`config.mk`:
```
export PLATFORM = sky130hd
export DESIGN_NAME = sar_host
export DESIGN_NICKNAME = d
export VERILOG_FILES = /design/src/common/sar_pkg.sv /design/src/core/sar_host.sv /design/src/core/sar_skid_buf.sv
export SDC_FILE = /design/constraint.sdc
export NUM_CORES = 1
export LEC_CHECK = 0
export ABC_CLOCK_PERIOD_IN_PS = 2400
export BUFFER_PORTS_ARGS = -buffer_cell sky130_fd_sc_hd__buf_2
export CORE_MARGIN = 2
export CORE_UTILIZATION = 45
export DETAILED_ROUTE_END_ITERATION = 16
export SLEW_MARGIN = 5
export SYNTH_ARGS = -nofsm -noshare
export SYNTH_HDL_FRONTEND = slang
export SYNTH_SLANG_ARGS = --single-unit
```
`constraint.sdc`:
```
create_clock -name clk_sys_i -period 2.4 [get_ports clk_sys_i]
set_input_delay 0.48 -clock clk_sys_i [delete_from_list [all_inputs] [get_ports clk_sys_i]]
set_output_delay 0.48 -clock clk_sys_i [all_outputs]
set_load 0.03 [all_outputs]
```
`src/common/sar_pkg.sv`:
```
// Constants for the host-side converter controller
package sar_pkg;
  localparam int unsigned CLK_PERIOD_NS = 10;
  // Device timing in nanoseconds
  localparam int unsigned T_BUSY_RISE_NS = 40;
  localparam int unsigned T_CONV_NS = 610;
  localparam int unsigned T_BUSY_HIGH_NS = 630;
  localparam int unsigned T_ACQ_NS = 150;
  localparam int unsigned T_TRIG_PULSE_NS = 20;
  localparam int unsigned T_HOLD_AFTER_TRIG_NS = 40;
  localparam int unsigned T_READ_TO_TRIG_NS = 50;
  localparam int unsigned T_RD_LOW_NS = 50;
  localparam int unsigned T_RD_HIGH_NS = 20;
  localparam int unsigned T_EN_NS = 30;
  localparam int unsigned T_BYTE_SETTLE_NS = 30;
  localparam int unsigned T_DIS_NS = 30;
  // Least times round up, longest times round down, none below one cycle
  localparam int unsigned C_TRIG_PULSE = (T_TRIG_PULSE_NS + CLK_PERIOD_NS - 1) / CLK_PERIOD_NS;
  localparam int unsigned C_HOLD_AFTER_TRIG =
    (T_HOLD_AFTER_TRIG_NS + CLK_PERIOD_NS - 1) / CLK_PERIOD_NS;
  localparam int unsigned C_ACQ = (T_ACQ_NS + CLK_PERIOD_NS - 1) / CLK_PERIOD_NS;
  localparam int unsigned C_READ_TO_TRIG = (T_READ_TO_TRIG_NS + CLK_PERIOD_NS - 1) / CLK_PERIOD_NS;
  localparam int unsigned C_RD_HIGH = (T_RD_HIGH_NS + CLK_PERIOD_NS - 1) / CLK_PERIOD_NS;
  // Data must be valid before sampling: wait the longer of low time and enable time
  localparam int unsigned C_RD_LOW =
    ((T_RD_LOW_NS > T_EN_NS ? T_RD_LOW_NS : T_EN_NS) + CLK_PERIOD_NS - 1) / CLK_PERIOD_NS;
  localparam int unsigned C_BYTE_SETTLE = (T_BYTE_SETTLE_NS + CLK_PERIOD_NS - 1) / CLK_PERIOD_NS;
  localparam int unsigned C_DIS = (T_DIS_NS + CLK_PERIOD_NS - 1) / CLK_PERIOD_NS;
  // Watchdog on busy: beyond the longest busy time plus sync delay the conversion is lost
  localparam int unsigned C_BUSY_TIMEOUT = T_BUSY_HIGH_NS / CLK_PERIOD_NS + 4;
  localparam int unsigned C_BUSY_RISE = T_BUSY_RISE_NS / CLK_PERIOD_NS + 3;
  localparam int unsigned CNT_W = 8;
  localparam int unsigned DATA_W = 16;
  localparam int unsigned BYTE_W = 8;
  localparam logic [15:0] RESULT_RESET = 16'h0000;

  typedef enum logic [8:0] {
    SAR_IDLE = 9'h001,
    SAR_TRIG_LOW = 9'h002,
    SAR_WAIT_BUSY = 9'h004,
    SAR_CONV = 9'h008,
    SAR_RD_LOW = 9'h010,
    SAR_RD_HIGH = 9'h020,
    SAR_BYTE_SET = 9'h040,
    SAR_PUSH = 9'h080,
    SAR_GAP = 9'h100
  } sar_state_e;
endpackage : sar_pkg

```
`src/core/sar_host.sv`:
```
// Host controller that triggers conversions and reads results over the parallel bus
// Function
// [RULE_01] Trigger fall starts conversion, busy within 40ns
// [RULE_02] Busy high exactly while converting
// [RULE_03] Conversion ends by 610ns, busy under 630ns
// [RULE_04] Host keeps 150ns acquisition before next trigger
// [RULE_05] Trigger low and high each 20ns minimum
// [RULE_06] Result valid no later than busy fall
// [RULE_07] Host may read right after busy falls
// [RULE_08] No read-pin changes within 40ns of trigger
// [RULE_09] Last read ends 50ns before next trigger
// [RULE_10] Select around strobe, never inside it
// [RULE_11] Strobe low 50ns, high 20ns minimum
// [RULE_12] Device drives bus within 30ns of read
// [RULE_13] Device releases bus within 30ns
// [RULE_14] Byte select folds low byte onto top
// [RULE_15] Byte select change settles within 30ns
// [RULE_16] Reset aborts conversion, clears result
// [RULE_17] Capture after busy fall, full or two bytes
`timescale 1ns/1ps
module sar_host #(
  parameter int unsigned FIFO_DEPTH = 2
) (
  input wire logic clk_sys_i,
  input wire logic reset_n_i,
  // User side
  input wire logic start_i,
  input wire logic byte_mode_i,
  output logic busy_o,
  output logic timeout_o,
  output logic [sar_pkg::DATA_W-1:0] sample_data_o,
  output logic sample_valid_o,
  input wire logic sample_ready_i,
  // Converter pins
  output logic conversion_trigger_n_o,
  output logic chip_select_n_o,
  output logic read_n_o,
  output logic byte_sel_o,
  output logic adc_reset_n_o,
  input wire logic adc_busy_i,
  input wire logic [sar_pkg::DATA_W-1:0] result_bus_i
);
  sar_pkg::sar_state_e state;
  sar_pkg::sar_state_e next_state;
  logic [sar_pkg::CNT_W-1:0] cnt;
  logic busy_meta;
  logic busy_sync;
  logic [sar_pkg::DATA_W-1:0] bus_meta;
  logic [sar_pkg::DATA_W-1:0] bus_sync;
  logic [sar_pkg::DATA_W-1:0] result;
  logic byte_pass;
  logic byte_mode;
  logic push_valid;
  logic buf_ready;
  logic [sar_pkg::DATA_W-1:0] buf_data;
  logic buf_valid;

  // ------------------------------------------------------------
  // Pin synchronisers
  // ------------------------------------------------------------
  always_ff @(posedge clk_sys_i or negedge reset_n_i) begin
    if (!reset_n_i) begin
      busy_meta <= 1'b0;
      busy_sync <= 1'b0;
      bus_meta <= '0;
      bus_sync <= '0;
    end else begin
      busy_meta <= adc_busy_i;
      busy_sync <= busy_meta;
      bus_meta <= result_bus_i;
      bus_sync <= bus_meta;
    end
  end

  // ------------------------------------------------------------
  // Sequencer decode
  // ------------------------------------------------------------
  localparam logic [sar_pkg::CNT_W-1:0] TRIG_N = sar_pkg::CNT_W'(sar_pkg::C_TRIG_PULSE);
  localparam logic [sar_pkg::CNT_W-1:0] HOLD_N = sar_pkg::CNT_W'(sar_pkg::C_HOLD_AFTER_TRIG);
  localparam logic [sar_pkg::CNT_W-1:0] RISE_N = sar_pkg::CNT_W'(sar_pkg::C_BUSY_RISE);
  localparam logic [sar_pkg::CNT_W-1:0] TOUT_N = sar_pkg::CNT_W'(sar_pkg::C_BUSY_TIMEOUT);
  localparam logic [sar_pkg::CNT_W-1:0] RDL_N = sar_pkg::CNT_W'(sar_pkg::C_RD_LOW + 2);
  localparam logic [sar_pkg::CNT_W-1:0] RDH_N = sar_pkg::CNT_W'(sar_pkg::C_RD_HIGH);
  localparam logic [sar_pkg::CNT_W-1:0] BSET_N = sar_pkg::CNT_W'(sar_pkg::C_BYTE_SETTLE);
  localparam int unsigned GAP_MIN = (sar_pkg::C_ACQ > sar_pkg::C_READ_TO_TRIG) ?
    sar_pkg::C_ACQ : sar_pkg::C_READ_TO_TRIG;
  localparam logic [sar_pkg::CNT_W-1:0] GAP_N = sar_pkg::CNT_W'(GAP_MIN + sar_pkg::C_DIS);

  wire cnt_done = (cnt == '0);
  wire [sar_pkg::CNT_W-1:0] cnt_dec = cnt - 1'b1;
  wire busy_lost = (state == sar_pkg::SAR_WAIT_BUSY) && cnt_done && !busy_sync;
  wire conv_stuck = (state == sar_pkg::SAR_CONV) && cnt_done && busy_sync;
  wire second_byte = byte_mode && byte_pass;
  wire first_byte_read = (state == sar_pkg::SAR_RD_HIGH) && byte_mode && !byte_pass;

  always_comb begin
    next_state = state;
    case (state)
      sar_pkg::SAR_IDLE: begin
        if (start_i && buf_ready) next_state = sar_pkg::SAR_TRIG_LOW;
      end
      // [RULE_05] Trigger low width
      sar_pkg::SAR_TRIG_LOW: begin
        if (cnt_done) next_state = sar_pkg::SAR_WAIT_BUSY;
      end
      // [RULE_01] Expect busy rise
      sar_pkg::SAR_WAIT_BUSY: begin
        if (busy_sync && cnt_done) next_state = sar_pkg::SAR_CONV;
        else if (busy_lost) next_state = sar_pkg::SAR_GAP;
      end
      // [RULE_07] Read right after fall
      sar_pkg::SAR_CONV: begin
        if (!busy_sync) next_state = sar_pkg::SAR_RD_LOW;
        else if (conv_stuck) next_state = sar_pkg::SAR_GAP;
      end
      sar_pkg::SAR_RD_LOW: begin
        if (cnt_done) next_state = sar_pkg::SAR_RD_HIGH;
      end
      sar_pkg::SAR_RD_HIGH: begin
        if (cnt_done && first_byte_read) next_state = sar_pkg::SAR_BYTE_SET;
        else if (cnt_done) next_state = sar_pkg::SAR_PUSH;
      end
      // [RULE_15] Settle after byte toggle
      sar_pkg::SAR_BYTE_SET: begin
        if (cnt_done) next_state = sar_pkg::SAR_RD_LOW;
      end
      sar_pkg::SAR_PUSH: begin
        next_state = sar_pkg::SAR_GAP;
      end
      // [RULE_04] Acquisition and read hold
      sar_pkg::SAR_GAP: begin
        if (cnt_done) next_state = sar_pkg::SAR_IDLE;
      end
      default: next_state = sar_pkg::SAR_IDLE;
    endcase
  end

  // Counter load per entered state
  logic [sar_pkg::CNT_W-1:0] next_cnt;
  always_comb begin
    next_cnt = cnt_done ? cnt : cnt_dec;
    if (next_state != state) begin
      case (next_state)
        sar_pkg::SAR_TRIG_LOW: next_cnt = TRIG_N;
        // [RULE_08] Pins frozen after trigger
        sar_pkg::SAR_WAIT_BUSY: next_cnt = (HOLD_N > RISE_N) ? HOLD_N : RISE_N;
        sar_pkg::SAR_CONV: next_cnt = TOUT_N;
        // [RULE_11] Strobe low time
        sar_pkg::SAR_RD_LOW: next_cnt = RDL_N;
        sar_pkg::SAR_RD_HIGH: next_cnt = RDH_N;
        sar_pkg::SAR_BYTE_SET: next_cnt = BSET_N;
        // [RULE_09] Read end to trigger
        sar_pkg::SAR_GAP: next_cnt = GAP_N;
        default: next_cnt = '0;
      endcase
    end
  end

  // [RULE_14] Merge fold-back bytes
  wire [sar_pkg::DATA_W-1:0] next_result = second_byte ?
    {result[sar_pkg::DATA_W-1:sar_pkg::BYTE_W], bus_sync[sar_pkg::DATA_W-1:sar_pkg::BYTE_W]} :
    byte_mode ? {bus_sync[sar_pkg::DATA_W-1:sar_pkg::BYTE_W], {sar_pkg::BYTE_W{1'b0}}} : bus_sync;
  // Sample at end of strobe low, two cycles past the longer of low and enable time for the synchroniser
  wire sample_now = (state == sar_pkg::SAR_RD_LOW) && cnt_done;
  wire in_read = (next_state == sar_pkg::SAR_RD_LOW);
  wire cs_active = (next_state == sar_pkg::SAR_RD_LOW) || (next_state == sar_pkg::SAR_RD_HIGH) ||
    (next_state == sar_pkg::SAR_BYTE_SET);
  // [RULE_08] Byte select parked early
  // Dropped at push so it never moves on the edge that lowers the next trigger
  wire next_byte_pass = (next_state == sar_pkg::SAR_BYTE_SET) ? 1'b1 :
    (next_state == sar_pkg::SAR_PUSH) ? 1'b0 : byte_pass;

  // ------------------------------------------------------------
  // State and pin registers
  // ------------------------------------------------------------
  always_ff @(posedge clk_sys_i or negedge reset_n_i) begin
    if (!reset_n_i) begin
      state <= sar_pkg::SAR_IDLE;
      cnt <= '0;
      byte_pass <= 1'b0;
      byte_mode <= 1'b0;
      result <= sar_pkg::RESULT_RESET;
      push_valid <= 1'b0;
    end else begin
      state <= next_state;
      cnt <= next_cnt;
      byte_pass <= next_byte_pass;
      // Mode latched per conversion so a mid-read change cannot split a word
      if (next_state == sar_pkg::SAR_TRIG_LOW) byte_mode <= byte_mode_i;
      // [RULE_17] Capture after busy fall
      if (sample_now) result <= next_result;
      push_valid <= (next_state == sar_pkg::SAR_PUSH);
    end
  end

  always_ff @(posedge clk_sys_i or negedge reset_n_i) begin
    if (!reset_n_i) begin
      conversion_trigger_n_o <= 1'b1;
      chip_select_n_o <= 1'b1;
      read_n_o <= 1'b1;
      byte_sel_o <= 1'b0;
      // [RULE_16] Hold converter in reset
      adc_reset_n_o <= 1'b0;
      busy_o <= 1'b0;
      timeout_o <= 1'b0;
    end else begin
      adc_reset_n_o <= 1'b1;
      conversion_trigger_n_o <= (next_state != sar_pkg::SAR_TRIG_LOW);
      // [RULE_10] Select wraps strobe
      chip_select_n_o <= !cs_active;
      read_n_o <= !in_read;
      byte_sel_o <= next_byte_pass && byte_mode;
      busy_o <= (next_state != sar_pkg::SAR_IDLE);
      // Sticky error until next start; the converter is pulsed into reset below
      if (busy_lost || conv_stuck) timeout_o <= 1'b1;
      else if (next_state == sar_pkg::SAR_TRIG_LOW) timeout_o <= 1'b0;
      if (busy_lost || conv_stuck) adc_reset_n_o <= 1'b0;
    end
  end

  // ------------------------------------------------------------
  // Result buffer and registered user outputs
  // ------------------------------------------------------------
  wire out_take = !sample_valid_o || sample_ready_i;

  sar_skid_buf #(
    .WIDTH(sar_pkg::DATA_W),
    .DEPTH(FIFO_DEPTH)
  ) u_buf (
    .clk_sys_i(clk_sys_i),
    .reset_n_i(reset_n_i),
    .in_data_i(result),
    .in_valid_i(push_valid),
    .in_ready_o(buf_ready),
    .out_data_o(buf_data),
    .out_valid_o(buf_valid),
    .out_ready_i(out_take)
  );

  always_ff @(posedge clk_sys_i or negedge reset_n_i) begin
    if (!reset_n_i) begin
      sample_valid_o <= 1'b0;
      sample_data_o <= '0;
    end else if (out_take) begin
      sample_valid_o <= buf_valid;
      if (buf_valid) sample_data_o <= buf_data;
    end
  end
endmodule : sar_host

```
`src/core/sar_skid_buf.sv`:
```
// Two-entry valid/ready buffer for converted results
`timescale 1ns/1ps
module sar_skid_buf #(
  parameter int unsigned WIDTH = 16,
  parameter int unsigned DEPTH = 2
) (
  input wire logic clk_sys_i,
  input wire logic reset_n_i,
  input wire logic [WIDTH-1:0] in_data_i,
  input wire logic in_valid_i,
  output logic in_ready_o,
  output logic [WIDTH-1:0] out_data_o,
  output logic out_valid_o,
  input wire logic out_ready_i
);
  localparam int unsigned PW = (DEPTH > 1) ? $clog2(DEPTH) : 1;
  localparam logic [PW:0] DEPTH_C = DEPTH[PW:0];
  localparam logic [PW-1:0] LAST_C = PW'(DEPTH - 1);

  logic [WIDTH-1:0] mem [DEPTH];
  logic [PW-1:0] wr_ptr;
  logic [PW-1:0] rd_ptr;
  logic [PW:0] count;

  wire push = in_valid_i && (count != DEPTH_C);
  wire pop = out_ready_i && (count != '0);
  wire [PW-1:0] next_wr_ptr = (wr_ptr == LAST_C) ? '0 : wr_ptr + 1'b1;
  wire [PW-1:0] next_rd_ptr = (rd_ptr == LAST_C) ? '0 : rd_ptr + 1'b1;

  assign in_ready_o = (count != DEPTH_C);
  assign out_valid_o = (count != '0);
  assign out_data_o = mem[rd_ptr];

  always_ff @(posedge clk_sys_i) begin
    if (push) begin
      mem[wr_ptr] <= in_data_i;
    end
  end

  always_ff @(posedge clk_sys_i or negedge reset_n_i) begin
    if (!reset_n_i) begin
      wr_ptr <= '0;
      rd_ptr <= '0;
      count <= '0;
    end else begin
      if (push) wr_ptr <= next_wr_ptr;
      if (pop) rd_ptr <= next_rd_ptr;
      count <= count + {{PW{1'b0}}, push} - {{PW{1'b0}}, pop};
    end
  end
endmodule : sar_skid_buf

```
; ---- Yosys cells after proc, flatten, opt, wreduce, memory -nomap -nowiden
; Memories as Yosys holds them, arrays and structs flattened. A register that Yosys moved wholly into a read port is not among the register bits.
; Cells that the tools add are included.
[classes]
eq_ne = 22
mux = 26
bitwise = 1
n_reduce_logical = 31
addsub = 5
[op_table]
columns = operator, n
row1 = $mux 9, 11
row2 = $pmux 9 s9, 1
row3 = $pmux 7 s5, 1
row4 = $mux 8, 4
row5 = $eq 9x2->1 const B, 2
row6 = $eq 9x3->1 const B, 2
row7 = $eq 9x4->1 const B, 2
row8 = $eq 9x5->1 const B, 2
row9 = $eq 9x6->1 const B, 2
row10 = $eq 9x7->1 const B, 2
row11 = $eq 9x8->1 const B, 2
row12 = $eq 9x9->1 const B, 2
row13 = $logic_and 1x1->1, 14
row14 = $eq 9x1->1 const B, 1
row15 = $mux 1, 9
row16 = $ne 9x1->1 const B, 1
row17 = $ne 9x2->1 const B, 1
row18 = $ne 9x9->1, 1
row19 = $logic_not 8->1, 1
row20 = $sub 8x1->8 const B, 1
row21 = $logic_not 1->1, 6
row22 = $logic_or 1x1->1, 4
row23 = $reduce_and 2->1, 2
row24 = $reduce_bool 2->1, 2
row25 = other kinds (7), 9
[totals]
ff_bits = 82
word_cells = 108
n_memories = 1
ram_bits = 32
[mem_list]
columns = memory, words, width, read_ports, rd_clocked_by_memory_dff, write_ports, line
row1 = u_buf.mem, 2, 16, 1, 1, 1, sar_skid_buf.sv:20  ; logic [WIDTH-1:0] mem [DEPTH];

; ---- Longest topological paths before layout
; Gate-level depths: netlist of the first run.
[depth]
ltp_word = 10
mapped_depth = 9
depth_no_buf = 8

; ---- Hierarchy
; From an unflattened synthesis of the first run, not the netlist that was laid out.
[unflattened]
hier_cells = 372
area_unflattened_um2 = 5181.2
[by_module_without_submodules]
columns = mod, instances, area_each_um2, cells_per_inst
row1 = sar_host, 1, 3804.9, 300
row2 = sar_skid_buf, 1, 1376.3, 72

; ---- Worst setup path after synthesis of the first run
; No wires, ideal clock.
[synth_timing]
kind = reg2reg
from = register cnt[0] (netlist name)
to = register result[10] (netlist name)
arrival_time_ns = 2.053
setup_ns = 0.128
period_less_slack_ns = 2.180
path_stages_with_launch = 8
n_path_buf = 0
slack_ns = 0.220
cell_sequence = dfrtp_1 -> inv_1 -> ha_1 -> or3b_1 -> nor3_4 -> nand4_1 -> nor2_4 -> mux2_1
[synth_via]
elab_chain_cells = 3
[synth_lines]
columns = element, line
row1 = "start, declared", sar_host.sv:45  ; logic [sar_pkg::CNT_W-1:0] cnt;
row2 = "start signal, assigned", sar_host.sv:186  ; cnt <= next_cnt;
row3 = $logic_not 8->1, sar_host.sv:89  ; wire cnt_done = (cnt == '0);
row4 = $logic_and 1x1->1, sar_host.sv:164  ; wire sample_now = (state == sar_pkg::SAR_RD_LOW) && cnt_done;
row5 = $reduce_and 2->1 (no source line), --
row6 = "end signal, assigned", sar_host.sv:182  ; result <= sar_pkg::RESULT_RESET;
row7 = "end signal, assigned", sar_host.sv:191  ; if (sample_now) result <= next_result;
row8 = "end, declared", sar_host.sv:50  ; logic [sar_pkg::DATA_W-1:0] result;
; Every way passes these cells.
; A chain may end at the register's enable or synchronous reset.

; ---- Worst setup path in the final report of the first run
[layout_timing]
from = register state[1]
to = register byte_mode
[layout_via]
elab_chain_cells = 7
elab_cells_between_ends = 29
classes_between = 10 x eq/ne / 12 x mux / 7 x reduce/logical
[layout_lines]
columns = element, line
row1 = "start, declared", sar_host.sv:43  ; sar_pkg::sar_state_e state;
row2 = "start signal, assigned", sar_host.sv:178  ; state <= sar_pkg::SAR_IDLE;
row3 = "start signal, assigned", sar_host.sv:185  ; state <= next_state;
row4 = $eq 9x4->1 (tied with other cells), "sar_host.sv:92, sar_host.sv:98"
row5 = "$logic_and 1x1->1, on equally long branches (2 in series)", "sar_host.sv:92, sar_host.sv:91, sar_host.sv:94"
row6 = $mux 9 (tied with other cells), sar_host.sv:114  ; else if (conv_stuck) next_state = sar_pkg::SAR_GAP;
row7 = "$mux 9, on equally long branches", "sar_host.sv:113, sar_host.sv:108, sar_host.sv:120"
row8 = $pmux 9 s9 *, sar_host.sv:98  ; case (state)
row9 = $eq 9x2->1 *, sar_host.sv:189  ; if (next_state == sar_pkg::SAR_TRIG_LOW) byte_mode <= byte_mode_i;
row10 = "end signal, assigned", sar_host.sv:189
row11 = "end, declared", sar_host.sv:52  ; logic byte_mode;
; Every way passes the cells marked *; elsewhere a longest branch is shown, timed or not.

==> flow_summary.json, run 1 <==
{
  "status": "complete, no violations",
  "rr_endpoint": "byte_mode",
  "drt.antenna.violating_nets": 0,
  "ys_seq_area_share_pct": 67.5,
  "antenna_found_initial": 0,
  "core_um2": 10900,
  "hold_viol": 0,
  "synth_edf_count": 32,
  "slew_viol_final": 0,
  "slew_headroom_pct": 63.3,
  "synth_warnings": 0,
  "drcViolationCount": 0,
  "die_height_um": 110,
  "numCtsBuffers": 17,
  "worstMarginPinSlew_ns": 0.551,
  "synth_top_area_share_pct": 46.4,
  "ys_top_cells_by_area": "dfrtp_1, edfxtp_1, mux2i_1",
  "path_buf_inv": 0,
  "grt_pass1_wl_mm": 16.2,
  "diodes": 0,
  "syn_to_final_growth_pct": 23.5,
  "dieArea_um2": 12100,
  "rows": 38,
  "wl_per_cell_um": 15.8,
  "yosysUniqueCellTypes": 59,
  "startpoint_type": "register",
  "track_usage_pct": 18.1,
  "grt_overflow": 0,
  "port_buffers": 45,
  "synth_fp_nets": 415,
  "fin_crit_sh_pct": 93.4,
  "cts_tree": "yes",
  "hold_ws_ns": 0.0572,
  "skew_ns": 0.0152,
  "rr_startpoint": "state[1]",
  "finalWeightedCongestion": 0.883,
  "yosys_most_used_dff": "dfrtp_1",
  "cts.sinks": 130,
  "cp-end-kind": "register",
  "timing.fmax_mhz": 446,
  "ys_async_sr_fraction_pct": 75.4,
  "slowest_delay_ns": 0.57,
  "power.leakage_nw": 2.79,
  "slowest_stage": "or4_4",
  "hold_class": "input port to asynchronous set/reset pin",
  "synth_top_cell_by_area": "dfrtp_1",
  "hpwl_mm": 6.91,
  "drtIter0Drc": 175,
  "crit_chain": "or4_4, or3_4, o21ai_4, a31oi_4, mux2_4",
  "vdd_drop_max_mv": 0.774,
  "die_x_um": 110,
  "ys_ff_latch": 130,
  "cts_root_buf": "clkbuf_16",
  "cts-htree-levels": 4,
  "crit_path_max_fanout": 6,
  "drtPass1Iterations": 4,
  "cts_setup_buffers": 0,
  "syn_inst": 390,
  "min_period_ns": 2.24,
  "postSynthAreaPerCell_um2": 13.0,
  "grt_pass1_vias": 3204,
  "io_pins": 46,
  "max-clock-path-buffers": 2,
  "p_per_area_nw_per_um2": 1150,
  "filler_cell_count": 903,
  "worstSetupPathType": "register to register",
  "rsz0062_at_grt": "false",
  "maxCapViolations": 0,
  "syn_area_um2": 5070,
  "finalSetupTns_ns": 0,
  "via_count": 3277,
  "drt_wl_total_mm": 9.85,
  "finalSetupViolCount": 0,
  "crit_arrival_ns": 2.53,
  "reg2reg_depth": 5,
  "nNetsFinal": 494,
  "vias_per_cell": 5.27,
  "clk_latency_ns": 0.41,
  "initial_core_util_pct": 46.3,
  "drive_gt1_share_pct": 28.4,
  "cp.required_ns": 2.69,
  "r2r_setup_slack_ns": 0.16,
  "cpLargestDelayFamily": "simple AND/OR/NAND/NOR gates",
  "grt_max_degree": 44,
  "clk_pin_slew_ns": 0.06
}
## through the flow
step           power, mW  setup slack (ns)  cells  cell area [µm²]  util [%]
2_1_floorplan       4.19             0.220    390             5070         -
3_3_place_gp        4.81            0.0808    590             5640      51.6
3_5_place_dp        4.85             0.131    590             5640      51.6
4_1_cts             7.22             0.107    622             6200      56.7
5_1_grt             7.64           0.00892    622             6260      57.2
6_report            7.22             0.158    622             6260      57.2
## what timing repair did
action                     4_1_cts  5_1_grt
setup endpoints to repair        0       13
hold buffers                     0        0
gates resized for setup          0       11
## layout make-up
cell class,count,area [µm²],share of cell area (%)
flip-flops and latches,130,3420,54.7
multi-input cells,232,1600,25.5
repair buffers,76,464,7.42
clock buffers,19,454,7.26
well taps,140,175,2.80
clock inverters,13,103,1.64
inverters,12,45.0,0.720
## power breakdown
part	switching (mW)	internal (mW)	leakage [nW]
combinational	1.27	0.851	0.960
sequential	0.204	2.54	1.57
clock	0.956	1.39	0.267
## how the worst max path moves through the flow
stage | from | endpoint | slack, ns | cells after the start
finish | state[1] | byte_mode | 0.16 | 5
floorplan | cnt[0] | result[10] | 0.22 | 7
detailed placement | cnt[0] | cnt[2] | 0.13 | 10
CTS | cnt[0] | result[12] | 0.11 | 7
global placement | cnt[1] | cnt[2] | 0.08 | 10
global route | cnt[1] | cnt[2] | 0.009 | 10
## registers in the layout, indices dropped and copies added, names as in the netlist, 2 cells and up
register       flops
cnt                8
state              9
sample_data_o     16
bus_meta          16
bus_sync          16
u_buf.count        2
result            16
u_buf.mem         32
## cell usage after synthesis, drive strengths merged (2+ instances only)
library cell / count
a21oi: 33
a31o: 2
a31oi: 2
and2: 3
and3: 3
buf: 4
clkbuf: 12
dfrtp: 94
dfstp: 4
edfxtp: 32
ha: 3
inv: 12
mux2: 9
mux2i: 19
nand2: 23
nand2b: 2
nand3: 5
nand4: 5
nor2: 31
nor2b: 11
nor3: 17
nor4: 4
nor4b: 2
o21a: 2
o21ai: 20
o31ai: 4
or3: 3
or4: 2
or4b: 2
xnor2: 7
xor2: 4
## cells in the final DEF (no fill, tap or decap), drive strengths merged, types with 11 or more instances in the layout
cell / Yosys / routed
o21ai: 20 / 20
buf: 4 / 76
edfxtp: 32 / 32
clkbuf: 12 / 19
nor2b: 11 / 11
nor2: 31 / 31
a21oi: 33 / 33
nand2: 23 / 23
mux2i: 19 / 19
dfrtp: 94 / 94
inv: 12 / 16
nor3: 17 / 17
## kinds of logic (layout without fill, tap and decap cells)
| logic type | after synthesis | count (layout) | share of synthesized area, % |
|---|---|---|---|
| xor+xnor | 11 | 11 | 1.90 |
| buf+inv | 28 | 120 | 2.20 |
| compound gates | 74 | 74 | 9.63 |
| flops | 130 | 130 | 67.5 |
| simple gates | 116 | 116 | 12.2 |
| fa+ha+maj | 3 | 3 | 0.741 |
| mux | 28 | 28 | 5.83 |
## per-layer routing
layer / global-route usage (%) / share of wire [%]
met3: 5.41 / 4.4
met1: 24.0 / 46
met5: 0 / 0
met2: 27.0 / 47
met4: 8.93 / 1.8
Note: power is estimated with default switching activity, not from simulation.
==> run 2, diff against run 1 <==
BUFFER_PORTS_ARGS = default   (was -buffer_cell sky130_fd_sc_hd__buf_2)
CELL_PAD_IN_SITES_DETAIL_PLACEMENT = 1   (was default)
CELL_PAD_IN_SITES_GLOBAL_PLACEMENT = 2   (was default)
CORE_UTILIZATION = 43   (was 45)
DONT_BUFFER_PORTS = 1   (was default)
PLACE_DENSITY = 0.77   (was default)
==> run 2 against run 1 <==
Net effect: the flow now finishes with violations (negative hold slack); via count is 5.4% lower; die area increased by 4.5%; hold slack worse by 0.29 ns; cell count fell by 7.2%; non-clock buffer count down 48; worst setup slack worse by 0.054 ns; combinational power shrank 25%; highest routed layer unchanged.
==> flow_summary.json, run 2 (synthesis results as in run 1) <==
{
  "cp-end-kind": "register",
  "die_x_um": 113,
  "cts_tree": "yes",
  "vias_per_cell": 5.37,
  "drive_gt1_share_pct": 19.8,
  "fin_ws_ns": 0.104,
  "cp.required_ns": 2.73,
  "post-place-ws_ns": 0.0701,
  "clk_pin_slew_ns": 0.06,
  "rows": 39,
  "finalSetupTns_ns": 0,
  "clk_latency_ns": 0.41,
  "cts.sinks": 130,
  "violations": "negative hold slack",
  "final_cell_mix": "dfrtp_1, edfxtp_1, a21oi_1",
  "via_count": 3101,
  "timing.fmax_mhz": 435,
  "min_period_ns": 2.30,
  "regMostFlops": "u_buf.mem",
  "wl_per_cell_um": 18.5,
  "p_per_area_nw_per_um2": 1200,
  "vdd_drop_max_mv": 0.610,
  "initial_core_util_pct": 44.2,
  "cts_setup_buffers": 0,
  "crit_path_max_fanout": 8,
  "final_common_cell": "dfrtp_1",
  "port_buffers": 0,
  "drcViolationCount": 0,
  "drtIter0Drc": 127,
  "core_um2": 11500,
  "cts_root_buf": "clkbuf_16",
  "power.leakage_nw": 2.64,
  "io_pins": 46,
  "cts-htree-levels": 4,
  "maxCapViolations": 0,
  "worstSetupPathType": "register to register",
  "grt_pass1_wl_mm": 17.3,
  "finalWeightedCongestion": 0.845,
  "skew_ns": 0.00841,
  "die_height_um": 113,
  "reg2reg_depth": 7,
  "antenna_found_initial": 0,
  "slew_headroom_pct": 42.8,
  "diodes": 0,
  "largest_register_ffs": 32,
  "finalSetupViolCount": 0,
  "dieArea_um2": 12700,
  "hold_class": "input port to asynchronous set/reset pin",
  "syn_to_final_growth_pct": 18.8,
  "hpwl_mm": 7.32,
  "grt_max_degree": 99,
  "grt_overflow": 0,
  "rsz0062_at_grt": "false",
  "fin_crit_sh_pct": 95.7,
  "max-clock-path-buffers": 2,
  "track_usage_pct": 18.0,
  "grt_pass1_vias": 3298,
  "hold_viol": 98,
  "hold_ws_ns": -0.230,
  "worstMarginPinSlew_ns": 0.858,
  "crit_arrival_ns": 2.62,
  "startpoint_type": "register",
  "drt.antenna.violating_nets": 0,
  "status": "complete, but fails checks",
  "drt_wl_total_mm": 10.7,
  "slew_viol_final": 0,
  "drtPass1Iterations": 4,
  "nNetsFinal": 446,
  "numCtsBuffers": 17
}
run 2: layout make-up:
| cell class | instances | area (µm²) |
|---|---|---|
| Inverter | 12 | 45.0 |
| Clock inverter | 7 | 72.6 |
| Multi-Input combinational cell | 232 | 1570 |
| Clock buffer | 25 | 517 |
| Sequential cell | 130 | 3420 |
| Timing Repair Buffer | 28 | 223 |
| Fill cell | 1158 | 5450 |
| Tap cell | 143 | 179 |
run 2: power breakdown:
| group | switching [mW] | internal [mW] |
|---|---|---|
| clock network | 0.901 | 1.60 |
| registers | 0.577 | 2.54 |
| logic | 0.867 | 0.736 |
| total | 2.34 | 4.87 |
run 2: worst paths after layout:
| path | start | end | slack, ns |
|---|---|---|---|
| setup / recovery | state[0] | cnt[1] | 0.10 |
| hold / removal | reset_n_i | sample_data_o[11] | -0.23 |
| setup reg to reg | state[0] | cnt[1] | 0.10 |
| hold reg to reg | bus_meta[8] | bus_sync[8] | 0.35 |
| max in group asynchronous | reset_n_i | chip_select_n_o | 2.39 |
| min in group clk_sys_i | result_bus_i[15] | bus_meta[15] | 0.10 |
run 2: metrics by stage:
step	total power, mW	cells	util, %	cell area, µm²
global placement	4.66	545	47.1	5410
CTS	7.25	577	52.3	6000
finish	7.22	577	52.5	6020
floorplan	4.19	390	-	5070
global route	7.59	577	52.5	6020
detailed placement	4.72	545	47.1	5410
run 2: metal layers:
metal / vias to the layer above / part of all wire (%) / GRT usage (%)
li1: 1458 / - / -
met1: 1573 / 44 / 22.3
met2: 56 / 52 / 30.2
met3: 14 / 2.8 / 4.21
met4: 0 / 1.7 / 7.64
met5: - / 0 / 0
run 2: timing repair:
item | CTS | global route
setup endpoints to repair | 0 | 11
endpoints found under the hold margin | 98 | 98
gates resized for setup | 0 | 9
run 2: critical path, cell delays in order (launching register included):
cell       delay (ns)
dfstp_2          0.61
or4b_1           0.49
a2111oi_2        0.44
a31oi_1          0.17
buf_4            0.19
o21ai_1          0.12
nor4_1           0.07
a21oi_1          0.14
